<file path="src/logic/cdr_pkg.sv">
// Constants, types and register map of the converter result and calibration block
package cdr_pkg;

   // Register offsets on the two-wire bus address pointer
   localparam logic [7:0] ADDR_STATUS = 8'h00;
   localparam logic [7:0] ADDR_CH1_RES_HI = 8'h01;
   localparam logic [7:0] ADDR_CH1_RES_LO = 8'h02;
   localparam logic [7:0] ADDR_CH2_RES_HI = 8'h03;
   localparam logic [7:0] ADDR_CH2_RES_LO = 8'h04;
   localparam logic [7:0] ADDR_CH1_ZERO_HI = 8'h05;
   localparam logic [7:0] ADDR_CH1_ZERO_LO = 8'h06;
   localparam logic [7:0] ADDR_CH2_ZERO_HI = 8'h07;
   localparam logic [7:0] ADDR_CH2_ZERO_LO = 8'h08;
   localparam logic [7:0] ADDR_CH1_SCALE_HI = 8'h09;
   localparam logic [7:0] ADDR_CH1_SCALE_LO = 8'h0A;
   localparam logic [7:0] ADDR_CH1_SETUP = 8'h0B;
   localparam logic [7:0] ADDR_CH2_SCALE_HI = 8'h0C;
   localparam logic [7:0] ADDR_CH2_SCALE_LO = 8'h0D;
   localparam logic [7:0] ADDR_CH2_SETUP = 8'h0E;

   // Field positions
   localparam int STAT_SLEEP_BIT = 7;
   localparam int STAT_LAST_CH_BIT = 2;
   localparam int STAT_CH2_PEND_BIT = 1;
   localparam int STAT_CH1_PEND_BIT = 0;
   localparam int SETUP_RANGE_LSB = 6;
   localparam int SETUP_DIFF_BIT = 5;

   // Values after reset
   localparam logic [7:0] STATUS_RST = 8'h03;
   localparam logic [15:0] RESULT_RST = 16'h0000;
   localparam logic [15:0] ZERO_COEF_RST = 16'h8000;
   // Factory scale trim is not known here; plain default
   localparam logic [15:0] SCALE_COEF_RST = 16'h0000;
   localparam logic [7:0] SETUP_RST = 8'h00;
   localparam logic [7:0] RDATA_RST = 8'h00;

   // Arithmetic constants
   localparam logic [15:0] MID_DIFF = 16'h8000;
   localparam logic [15:0] BASE_SINGLE = 16'h3000;
   localparam logic [15:0] RESULT_MAX = 16'hFFF0;

   typedef enum logic [2:0] {
      CDR_MODE_IDLE = 3'b000,
      CDR_MODE_CONT = 3'b001,
      CDR_MODE_SINGLE = 3'b010,
      CDR_MODE_SLEEP = 3'b011,
      CDR_MODE_RSVD4 = 3'b100,
      CDR_MODE_ZERO_CAL = 3'b101,
      CDR_MODE_SCALE_CAL = 3'b110,
      CDR_MODE_RSVD7 = 3'b111
   } cdr_mode_t;

   typedef struct packed {
      logic [1:0] range_sel;
      logic differential_select;
   } cdr_setup_t;

   typedef struct packed {
      logic done;
      logic ch2;
      logic [15:0] code;
   } cdr_conv_t;

   typedef struct packed {
      logic rd;
      logic wr;
      logic stop;
      logic [7:0] addr;
      logic [7:0] wdata;
   } cdr_regbus_t;

   typedef struct packed {
      logic [7:0] rdata;
      logic supply_low_or_sleep_flag;
      logic last_channel_flag;
      logic ch2_result_pending_n;
      logic ch1_result_pending_n;
      logic [1:0] rd_busy;
      logic [1:0][15:0] result;
      logic [1:0][15:0] zero_coef;
      logic [1:0][15:0] scale_coef;
      cdr_setup_t [1:0] setup;
   } cdr_state_t;

endpackage

</file>
<file path="src/logic/cdr_regs.sv">
// Status, result, calibration and setup registers of the capacitance converter
`timescale 1ns/1ps

module cdr_regs
   import cdr_pkg::*;
(
   input wire logic mclk,
   input wire logic rst_b,
   input wire cdr_regbus_t bus,
   input wire cdr_conv_t conv,
   input wire cdr_mode_t op_mode,
   input wire logic supply_low,
   output logic [7:0] reg_rdata,
   output cdr_setup_t ch1_setup,
   output cdr_setup_t ch2_setup,
   output logic [7:0] status_byte
);

   localparam cdr_state_t STATE_RST = '{
      rdata: RDATA_RST,
      supply_low_or_sleep_flag: STATUS_RST[STAT_SLEEP_BIT],
      last_channel_flag: STATUS_RST[STAT_LAST_CH_BIT],
      ch2_result_pending_n: STATUS_RST[STAT_CH2_PEND_BIT],
      ch1_result_pending_n: STATUS_RST[STAT_CH1_PEND_BIT],
      rd_busy: 2'b00,
      result: {RESULT_RST, RESULT_RST},
      zero_coef: {ZERO_COEF_RST, ZERO_COEF_RST},
      scale_coef: {SCALE_COEF_RST, SCALE_COEF_RST},
      setup: {SETUP_RST[7:5], SETUP_RST[7:5]}
   };

   cdr_state_t s_q;
   cdr_state_t s_d;

   // Which channel's result pair an address hits, if any
   function automatic logic [1:0] result_hit(input logic [7:0] addr);
      logic [1:0] hit;
      hit = 2'b00;
      if (addr == ADDR_CH1_RES_HI || addr == ADDR_CH1_RES_LO) begin
         hit[0] = 1'b1;
      end
      if (addr == ADDR_CH2_RES_HI || addr == ADDR_CH2_RES_LO) begin
         hit[1] = 1'b1;
      end
      return hit;
   endfunction

   // Replace one byte of a 16-bit coefficient
   function automatic logic [15:0] put_byte(input logic [15:0] word, input logic hi,
                                            input logic [7:0] data);
      logic [15:0] w;
      w = word;
      if (hi) begin
         w[15:8] = data;
      end else begin
         w[7:0] = data;
      end
      return w;
   endfunction

   // Offset, scale and midpoint correction of one raw code
   function automatic logic [15:0] correct(input logic [15:0] code,
                                           input logic [15:0] zero,
                                           input logic [15:0] scale,
                                           input logic diff);
      logic [15:0] base;
      logic [15:0] mid;
      logic signed [18:0] delta;
      logic signed [18:0] factor;
      logic signed [37:0] prod;
      logic signed [21:0] sum;
      logic [15:0] res;
      base = diff ? MID_DIFF : BASE_SINGLE;
      mid = diff ? MID_DIFF : 16'h0000;
      delta = $signed({3'b000, code}) - $signed({3'b000, zero}) + $signed({3'b000, base});
      factor = $signed({2'b00, 1'b1, scale});
      prod = delta * factor;
      // Drop 16 fraction bits of the scale factor
      sum = prod[37:16] + $signed({6'b00_0000, mid});
      // Out-of-span codes clip rather than wrap
      if (sum < 0) begin
         res = 16'h0000;
      end else if (sum > $signed({6'b00_0000, RESULT_MAX})) begin
         res = RESULT_MAX;
      end else begin
         res = {sum[15:4], 4'h0};
      end
      return res;
   endfunction

   // Read value of one register byte
   function automatic logic [7:0] read_byte(input cdr_state_t s, input logic [7:0] addr);
      logic [7:0] b;
      b = 8'h00;
      case (addr)
         ADDR_STATUS: begin
            b[STAT_SLEEP_BIT] = s.supply_low_or_sleep_flag;
            b[STAT_LAST_CH_BIT] = s.last_channel_flag;
            b[STAT_CH2_PEND_BIT] = s.ch2_result_pending_n;
            b[STAT_CH1_PEND_BIT] = s.ch1_result_pending_n;
         end
         ADDR_CH1_RES_HI: b = s.result[0][15:8];
         ADDR_CH1_RES_LO: b = s.result[0][7:0];
         ADDR_CH2_RES_HI: b = s.result[1][15:8];
         ADDR_CH2_RES_LO: b = s.result[1][7:0];
         ADDR_CH1_ZERO_HI: b = s.zero_coef[0][15:8];
         ADDR_CH1_ZERO_LO: b = s.zero_coef[0][7:0];
         ADDR_CH2_ZERO_HI: b = s.zero_coef[1][15:8];
         ADDR_CH2_ZERO_LO: b = s.zero_coef[1][7:0];
         ADDR_CH1_SCALE_HI: b = s.scale_coef[0][15:8];
         ADDR_CH1_SCALE_LO: b = s.scale_coef[0][7:0];
         ADDR_CH2_SCALE_HI: b = s.scale_coef[1][15:8];
         ADDR_CH2_SCALE_LO: b = s.scale_coef[1][7:0];
         ADDR_CH1_SETUP: b[7:5] = s.setup[0];
         ADDR_CH2_SETUP: b[7:5] = s.setup[1];
         default: b = 8'h00;
      endcase
      return b;
   endfunction

   logic [1:0] rd_hit;
   logic [1:0] busy_now;
   logic cidx;
   logic conv_diff;
   logic [15:0] corrected;
   logic zero_cal;
   logic measuring;

   always_comb begin
      s_d = s_q;
      rd_hit = bus.rd ? result_hit(bus.addr) : 2'b00;
      // A read in this very cycle already blocks an update
      busy_now = s_q.rd_busy | rd_hit;
      cidx = conv.ch2;
      conv_diff = s_q.setup[cidx].differential_select;
      corrected = correct(conv.code, s_q.zero_coef[cidx], s_q.scale_coef[cidx], conv_diff);
      zero_cal = (op_mode == CDR_MODE_ZERO_CAL);
      measuring = (op_mode == CDR_MODE_CONT) || (op_mode == CDR_MODE_SINGLE);

      s_d.supply_low_or_sleep_flag = supply_low || (op_mode == CDR_MODE_SLEEP);

      if (bus.rd) begin
         s_d.rdata = read_byte(s_q, bus.addr);
      end

      // Busy from first result read to the stop condition
      if (bus.stop) begin
         s_d.rd_busy = 2'b00;
      end
      s_d.rd_busy = s_d.rd_busy | rd_hit;

      // Reading a result consumes its pending flag
      if (rd_hit[0]) begin
         s_d.ch1_result_pending_n = 1'b1;
      end
      if (rd_hit[1]) begin
         s_d.ch2_result_pending_n = 1'b1;
      end

      if (bus.wr) begin
         case (bus.addr)
            ADDR_CH1_ZERO_HI, ADDR_CH1_ZERO_LO: begin
               s_d.zero_coef[0] = put_byte(s_q.zero_coef[0], bus.addr == ADDR_CH1_ZERO_HI,
                                           bus.wdata);
            end
            ADDR_CH2_ZERO_HI, ADDR_CH2_ZERO_LO: begin
               s_d.zero_coef[1] = put_byte(s_q.zero_coef[1], bus.addr == ADDR_CH2_ZERO_HI,
                                           bus.wdata);
            end
            ADDR_CH1_SCALE_HI, ADDR_CH1_SCALE_LO: begin
               s_d.scale_coef[0] = put_byte(s_q.scale_coef[0], bus.addr == ADDR_CH1_SCALE_HI,
                                            bus.wdata);
            end
            ADDR_CH2_SCALE_HI, ADDR_CH2_SCALE_LO: begin
               s_d.scale_coef[1] = put_byte(s_q.scale_coef[1], bus.addr == ADDR_CH2_SCALE_HI,
                                            bus.wdata);
            end
            ADDR_CH1_SETUP: begin
               s_d.setup[0] = bus.wdata[7:5];
            end
            ADDR_CH2_SETUP: begin
               s_d.setup[1] = bus.wdata[7:5];
            end
            default: begin
               s_d.setup = s_d.setup;
            end
         endcase
      end

      if (conv.done) begin
         s_d.last_channel_flag = conv.ch2;
         if (zero_cal) begin
            // Calibration result overrides a host write in the same cycle
            s_d.zero_coef[cidx] = conv.code;
         end else if (measuring && !busy_now[cidx]) begin
            s_d.result[cidx] = corrected;
            // Never meets a same-cycle clear by read: a read of this channel blocks the load and the set
            if (cidx) begin
               s_d.ch2_result_pending_n = 1'b0;
            end else begin
               s_d.ch1_result_pending_n = 1'b0;
            end
         end
      end
   end

   always_ff @(posedge mclk or negedge rst_b) begin
      if (!rst_b) begin
         s_q <= STATE_RST;
      end else begin
         s_q <= s_d;
      end
   end

   assign reg_rdata = s_q.rdata;
   assign ch1_setup = s_q.setup[0];
   assign ch2_setup = s_q.setup[1];
   assign status_byte = {s_q.supply_low_or_sleep_flag, 4'h0, s_q.last_channel_flag,
                         s_q.ch2_result_pending_n, s_q.ch1_result_pending_n};

endmodule // cdr_regs

</file>
<file path="config.mk">
export PLATFORM = sky130hd
export DESIGN_NAME = cdr_regs
export DESIGN_NICKNAME = d
export VERILOG_FILES = /design/src/logic/cdr_pkg.sv /design/src/logic/cdr_regs.sv
export SDC_FILE = /design/constraint.sdc
export NUM_CORES = 1
export LEC_CHECK = 0
export ABC_AREA = 1
export ABC_CLOCK_PERIOD_IN_PS = 20900
export BUFFER_PORTS_ARGS = -buffer_cell sky130_fd_sc_hd__clkbuf_2
export CELL_PAD_IN_SITES_DETAIL_PLACEMENT = 0
export CELL_PAD_IN_SITES_GLOBAL_PLACEMENT = 2
export CORE_ASPECT_RATIO = 1.1
export CORE_UTILIZATION = 42
export CTS_BUF_LIST = sky130_fd_sc_hd__clkbuf_16
export CTS_CLUSTER_SIZE = 24
export DETAILED_ROUTE_END_ITERATION = 7
export GPL_TIMING_DRIVEN = 0
export PLACE_DENSITY = 0.88
export SLEW_MARGIN = 20
export SYNTH_ARGS = -nofsm -noshare
export SYNTH_HDL_FRONTEND = slang
export SYNTH_SLANG_ARGS = --single-unit
</file>
<file path="constraint.sdc">
create_clock -name mclk -period 20.9 [get_ports mclk]
set_input_delay 4.18 -clock mclk [delete_from_list [all_inputs] [get_ports mclk]]
set_output_delay 4.18 -clock mclk [all_outputs]
set_load 0.01 [all_outputs]
</file>
### After elaboration in Yosys (flattened, before gate mapping)

Index checks and enable logic that the tools add are counted.

| storage, ports and cells | value |
|---|---|
| register bits after elaboration | 116 |
| bits in latches | 0 |
| RAM bits | 0 |
| output and inout port bits | 22 |
| memory bits (read-only) | 0 |
| input bits | 43 |
| logic and storage cells | 116 |
| memories kept | 0 |

| cells by class | value |
|---|---|
| $mul | 1 |
| equal/unequal tests | 18 |
| div/mod/pow operators | 0 |
| add/sub/neg operators | 3 |
| bitwise operators | 5 |
| mux-type cells | 48 |
| shift operators | 0 |
| reduce and logical (&&, ||, !) cells | 19 |
| order comparisons | 4 |

Operators by type and width:

| cell | number |
|---|---|
| 16-bit 2-to-1 mux | 13 |
| 70-bit 2-to-1 mux | 1 |
| 32-bit bitwise mux | 2 |
| 32-bit 2-to-1 mux | 2 |
| 8-bit 2-to-1 mux | 8 |
| 8-bit by 4-bit == test with 1-bit output (second input constant) | 7 |
| 3-bit one-hot mux with 13 select lines | 1 |
| 18-bit by 18-bit multiplier with 36-bit output | 1 |
| 8-bit by 3-bit == test with 1-bit output (second input constant) | 4 |
| 2-bit one-hot mux with 14 select lines | 1 |
| 2-bit one-hot mux with 12 select lines | 1 |
| 20-bit by 17-bit adder with 21-bit output | 1 |
| 21-bit by 17-bit > comparator with 1-bit output (second input constant) | 1 |
| 21-bit by 1-bit < comparator with 1-bit output (second input constant) | 1 |
| 17-bit by 17-bit adder with 18-bit output | 1 |
| 16-bit by 16-bit subtractor with 17-bit output | 1 |
| 16-bit demux with 1-bit select | 1 |
| 8-bit by 2-bit == test with 1-bit output (second input constant) | 2 |
| 1-bit one-hot mux with 15 select lines | 1 |
| 3-bit AND reduction | 5 |
| 1-bit 2-to-1 mux | 10 |
| 2-bit 2-to-1 mux | 5 |
| 8-bit by 1-bit == test with 1-bit output (second input constant) | 1 |
| 8-bit zero test | 1 |
| 13 further kinds | 26 |

### Logic depth before layout (Yosys ltp)

| logic depth | value |
|---|---|
| depth after elaboration | 12 |
| gate-level depth with buffers | 62 |
| gate-level depth less buffers | 58 |

### Worst setup path after synthesis

Ideal clock, no wire load.

| timing | value |
|---|---|
| path kind | input to register |
| start | input conv[16] (netlist bit) |
| end | register s_q[92] (netlist bit) |
| cell stages on the path | 60 |
| setup slack | 7.126 ns |
| required time | 20.835 ns |
| path buffers | 7 |
| data arrival time | 13.710 ns |
| cell sequence | buf_2 > buf_2 > buf_1 > clkbuf_1 > nand2_1 > o21ai_0 > ha_1 > a21oi_1 > nand2_1 > nand2_1 > nand2_1 > a21oi_1 > o21ai_1 > nand2_1 > nand2_1 > a21oi_1 > o21ai_1 > nand3_1 > [24 not listed] > nand2_1 > nor3_2 > nand2_1 > nand2_1 > nand2_1 > nand2_2 > inv_1 > ha_1 > inv_1 > nand2_1 > nor2_1 > nand3_1 > nor3_2 > nand2_2 > buf_8 > nand4_2 > nand3_1 > nand2_1 |

| between the ends | value |
|---|---|
| cells in the longest elaborated chain, start to end | 10 |

RTL lines:

| element | line | source |
|---|---|---|
| start: declaration | cdr_regs.sv:10 | `input wire cdr_conv_t conv,` |
| 16-bit 2-to-1 mux (implied by the code) / 1-bit 2-to-1 mux (equally long branches) (2 in series) | cdr_regs.sv:136, cdr_regs.sv:135 |  |
| 16-bit by 16-bit subtractor with 17-bit output / 16-bit 2-to-1 mux (equally long branches) | cdr_regs.sv:75, cdr_regs.sv:73 |  |
| 17-bit by 17-bit adder with 18-bit output | cdr_regs.sv:75 | `delta = $signed({3'b000, code}) - $signed({3'b000, zero}) + $signed({3'b000, base});` |
| 18-bit by 18-bit multiplier with 36-bit output | cdr_regs.sv:77 | `prod = delta * factor;` |
| 20-bit by 17-bit adder with 21-bit output | cdr_regs.sv:79 | `sum = prod[37:16] + $signed({6'b00_0000, mid});` |
| 21-bit by 17-bit > comparator with 1-bit output | cdr_regs.sv:83 | `end else if (sum > $signed({6'b00_0000, RESULT_MAX})) begin` |
| 16-bit 2-to-1 mux | cdr_regs.sv:83 |  |
| 16-bit 2-to-1 mux | cdr_regs.sv:81 | `if (sum < 0) begin` |
| 32-bit bitwise mux | cdr_regs.sv:196 | `s_d.result[cidx] = corrected;` |
| end signal: assignment | cdr_regs.sv:209 | `s_q <= STATE_RST;` |
| end signal: assignment | cdr_regs.sv:211 | `s_q <= s_d;` |
| end: declaration | cdr_regs.sv:32 | `cdr_state_t s_q;` |

Parallel ways exist; a longest one is shown, timed or not. The select of a mux whose other input is x is not followed.
A chain may end at the register's enable or synchronous reset.

### Worst setup path in the final report

| timing | value |
|---|---|
| start | input conv[16] (netlist bit) |
| end | register s_q[93] (netlist bit) |

The elaborated chain is that of the path after synthesis.

==> impl_metrics.tcl <==
set metrics [dict create \
    path_max_fanout 10 \
    grt.busiest_layer "met2" \
    synth_async_sr_flop_share 1.00 \
    min-delay-path-class "register to register" \
    die_width_um 205 \
    ios 65 \
    place.port_buffers 59 \
    post_cts_resized 0 \
    dominant_delay_contributor_by_cell_family_on_the_critical_path "adder cells" \
    dieArea_um2 46300 \
    critPathBufInv 13 \
    first_pass_grt_wire_length_um 96700 \
    placementRows 81 \
    max_cap_viols 0 \
    design_power_total_w 0.00292 \
    cp.arrival_ns 16.51 \
    first_global_vias 16556 \
    setup_violations 0 \
    timing.critical_path.depth 57 \
    drt_drc_violations_left 0 \
    power.static_leakage_nw 10.8 \
    yosys-top-cells-count "593 x sky130_fd_sc_hd__inv_1, 587 x sky130_fd_sc_hd__nand2_1, 302 x sky130_fd_sc_hd__fa_1" \
    yosys_register_bits 108 \
    postSynth.topFlopCell "sky130_fd_sc_hd__dfrtp_1" \
    number_of_antenna_violations_at_the_first_check_in_global_routing 0 \
    crit_top_cell "sky130_fd_sc_hd__nand2_1" \
    finalHoldViolations 0 \
    critical_path.max_stage_delay_ns 0.59 \
    cp_slowest_cell "sky130_fd_sc_hd__fa_1" \
    multiInputGateArea_um2 13600 \
    post-synth-top-count-cell "sky130_fd_sc_hd__inv_1" \
    timing.fmax_ghz 0.0617 \
    synthDistinctLibCells 59 \
    max_slew_margin 0.252 \
    worstSetupEndpoint "s_q[93]" \
    clock_latency_ns 0.37 \
    filler_cell_count 4566 \
    syn-instance-count 2517 \
    detailed_place_hpwl_um 51500 \
    via_per_inst 5.09 \
    dr_total_vias 16180 \
    initial_core_util 0.427 \
    worst_pin_slew_ns 1.11 \
    final_period_minus_worst_setup_slack_ns 16.21 \
    cts_num_sinks 108 \
    grt_setup_unrepaired "false" \
    ctsHtreeMaxLevel 3 \
    post_synth_instance_area_um2 19100 \
    ys_warn_count 0 \
    cts.reportedPaths.clkPinSlew_ns 0.08 \
    drt_wl_total_um 61000 \
    cts_inserted_buffers 9 \
    post_route_cells_drive_above_1_share 0.0890 \
    wire_per_inst_um 19.2 \
    timing.critical_path.required_ns 21.20 \
    max-vdd-ir-drop_mv 0.162 \
    worst_r2r_startpoint "s_q[40]" \
    synth.area.top_cells "sky130_fd_sc_hd__fa_1 32%, sky130_fd_sc_hd__dfrtp_1 14%, sky130_fd_sc_hd__inv_1 12%" \
    area.growth.synth_to_final_pct 7.28 \
    grtUsageMet2 0.446 \
    seqCellArea_um2 2710 \
    worstSetupPathType "input port to register" \
    postSynthAreaPerCell_um2 7.58 \
    grt_max_degree 90 \
    worstSetupEndpointType "register" \
    synth_top_cell_area_share 0.317 \
    dpl.cell_count 3161 \
    clock-root-buffer "sky130_fd_sc_hd__clkbuf_16" \
    core_area_um2 44700 \
    result_of_the_run "complete, no violations" \
    gr-usage-met1 0.400 \
    dr.first_iter.drc_count 1399 \
    fin_tns_setup_ns 0 \
    cts.repair_timing.setup_buffer_count 0 \
    clk_path_buf_depth 2 \
    synth_top_cell_by_area "sky130_fd_sc_hd__fa_1" \
    p_per_cell_area_nw_per_um2 143 \
    maxSlewViolCount 0 \
    global_route.usage.met3 0.0405 \
    worstReg2RegEnd "s_q[93]" \
    synth_seq_area_share 0.142 \
    postCtsHoldBufs 0 \
    layoutNonFillerInstCount 3177 \
    synth-edff-count 0 \
    fin_crit_sh 0.776 \
    final_antenna_net_count 0 \
    gp_routability_congestion 0.956 \
    die_h_um 226 \
    cts_tree "done" \
    num-nets-final 3047 \
    insertedDiodeCount 0 \
    firstDrtPassIters 5 \
    setup.worst_path.start "conv[16]" \
    groute.usage.overall 0.278 \
    grt_overflow 0 \
    cp-start-kind "input port" \
    r2r_setup_slack_ns 9.67 \
    worstRegToRegCells 53 \
    clock-skew-final_ns 0.0142 \
]
## routing by layer
layer / wire, um / part of all wire
met1: 27900 / 0.46
met2: 28200 / 0.46
met3: 3890 / 0.064
met4: 1070 / 0.018
met5: 0 / 0
## state kept, by name, indices dropped and copies added, names as in the netlist
register,cells
s_q,90
ch1_setup,3
status_byte,4
ch2_setup,3
reg_rdata,8
## where the power goes
part	internal [W]	switching (W)	total, W
registers	0.000251	0.0000273	0.000278
clock network	0.0000844	0.0000878	0.000172
logic	0.000795	0.00167	0.00247
## area by class of cell
type	count	share of cell area
clock buffers	9	0.0110
repair buffers	60	0.0162
well taps	581	0.0355
flip-flops and latches	108	0.132
plain buffers	85	0.0221
multi-input cells	1705	0.666
clock inverters	7	0.00330
inverters	622	0.114
## per-stage QoR
step           hold slack, ns  utilization  setup WS [ns]  cell area (um2)
6_report                0.484        0.458           4.69            20500
5_1_grt                 0.493        0.458           3.91            20500
4_1_cts                 0.486        0.458           4.81            20500
3_5_place_dp            0.466        0.452           4.49            20200
3_3_place_gp            0.464        0.450           4.53            20100
2_1_floorplan           0.449            -           7.13            19100
## cell usage in the layout (no fill, tap or decap), types with 11 or more instances in the layout
cell type,n
sky130_fd_sc_hd__nor3_1,13
sky130_fd_sc_hd__nand3_1,90
sky130_fd_sc_hd__nand4_2,11
sky130_fd_sc_hd__inv_2,22
sky130_fd_sc_hd__clkbuf_1,48
sky130_fd_sc_hd__o211ai_1,15
sky130_fd_sc_hd__xnor2_1,11
sky130_fd_sc_hd__nor2_2,12
sky130_fd_sc_hd__a31oi_1,20
sky130_fd_sc_hd__nand4_1,12
sky130_fd_sc_hd__o21ai_0,106
sky130_fd_sc_hd__o21ai_1,11
sky130_fd_sc_hd__nor2_1,201
sky130_fd_sc_hd__nand2_1,587
sky130_fd_sc_hd__a221oi_1,16
sky130_fd_sc_hd__xor2_1,14
sky130_fd_sc_hd__nand2_2,25
sky130_fd_sc_hd__clkbuf_2,58
sky130_fd_sc_hd__inv_1,593
sky130_fd_sc_hd__fa_1,302
sky130_fd_sc_hd__dfrtp_1,104
sky130_fd_sc_hd__a21oi_1,46
sky130_fd_sc_hd__or2_2,11
sky130_fd_sc_hd__ha_1,111
sky130_fd_sc_hd__buf_4,23
## worst register-to-register path: cells and delay by family (launching register included)
kind	cells	cell delay, ns
AOI/OAI and AO/OA	10	1.97
xor gates and xnor gates	2	0.41
DFF	1	0.41
adders and majority gates	11	4.70
buffers and inverters	9	1.23
and+or+nand+nor	21	2.45
## kinds of logic after synthesis
| logic type | count (synthesis) | share of synthesized area |
|---|---|---|
| simple gates | 995 | 0.226 |
| buf+inv | 707 | 0.146 |
| fa+ha+maj | 413 | 0.390 |
| compound gates | 265 | 0.0834 |
| flops | 108 | 0.142 |
| xor+xnor | 26 | 0.0119 |
| mux | 2 | 0.00105 |
| other cells | 1 | 0.000196 |
## worst min-delay path by stage
stage,depth (start not counted),startpoint,endpoint,slack (ns)
final,2,reg_rdata[3],reg_rdata[3],0.48
after floorplan,2,s_q[80],s_q[80],0.45
after global placement,2,s_q[77],s_q[77],0.46
after CTS,2,s_q[98],s_q[98],0.49
after global routing,2,s_q[81],s_q[81],0.49
after detailed placement,2,s_q[98],s_q[98],0.47
(Power assumes the default switching activity.)
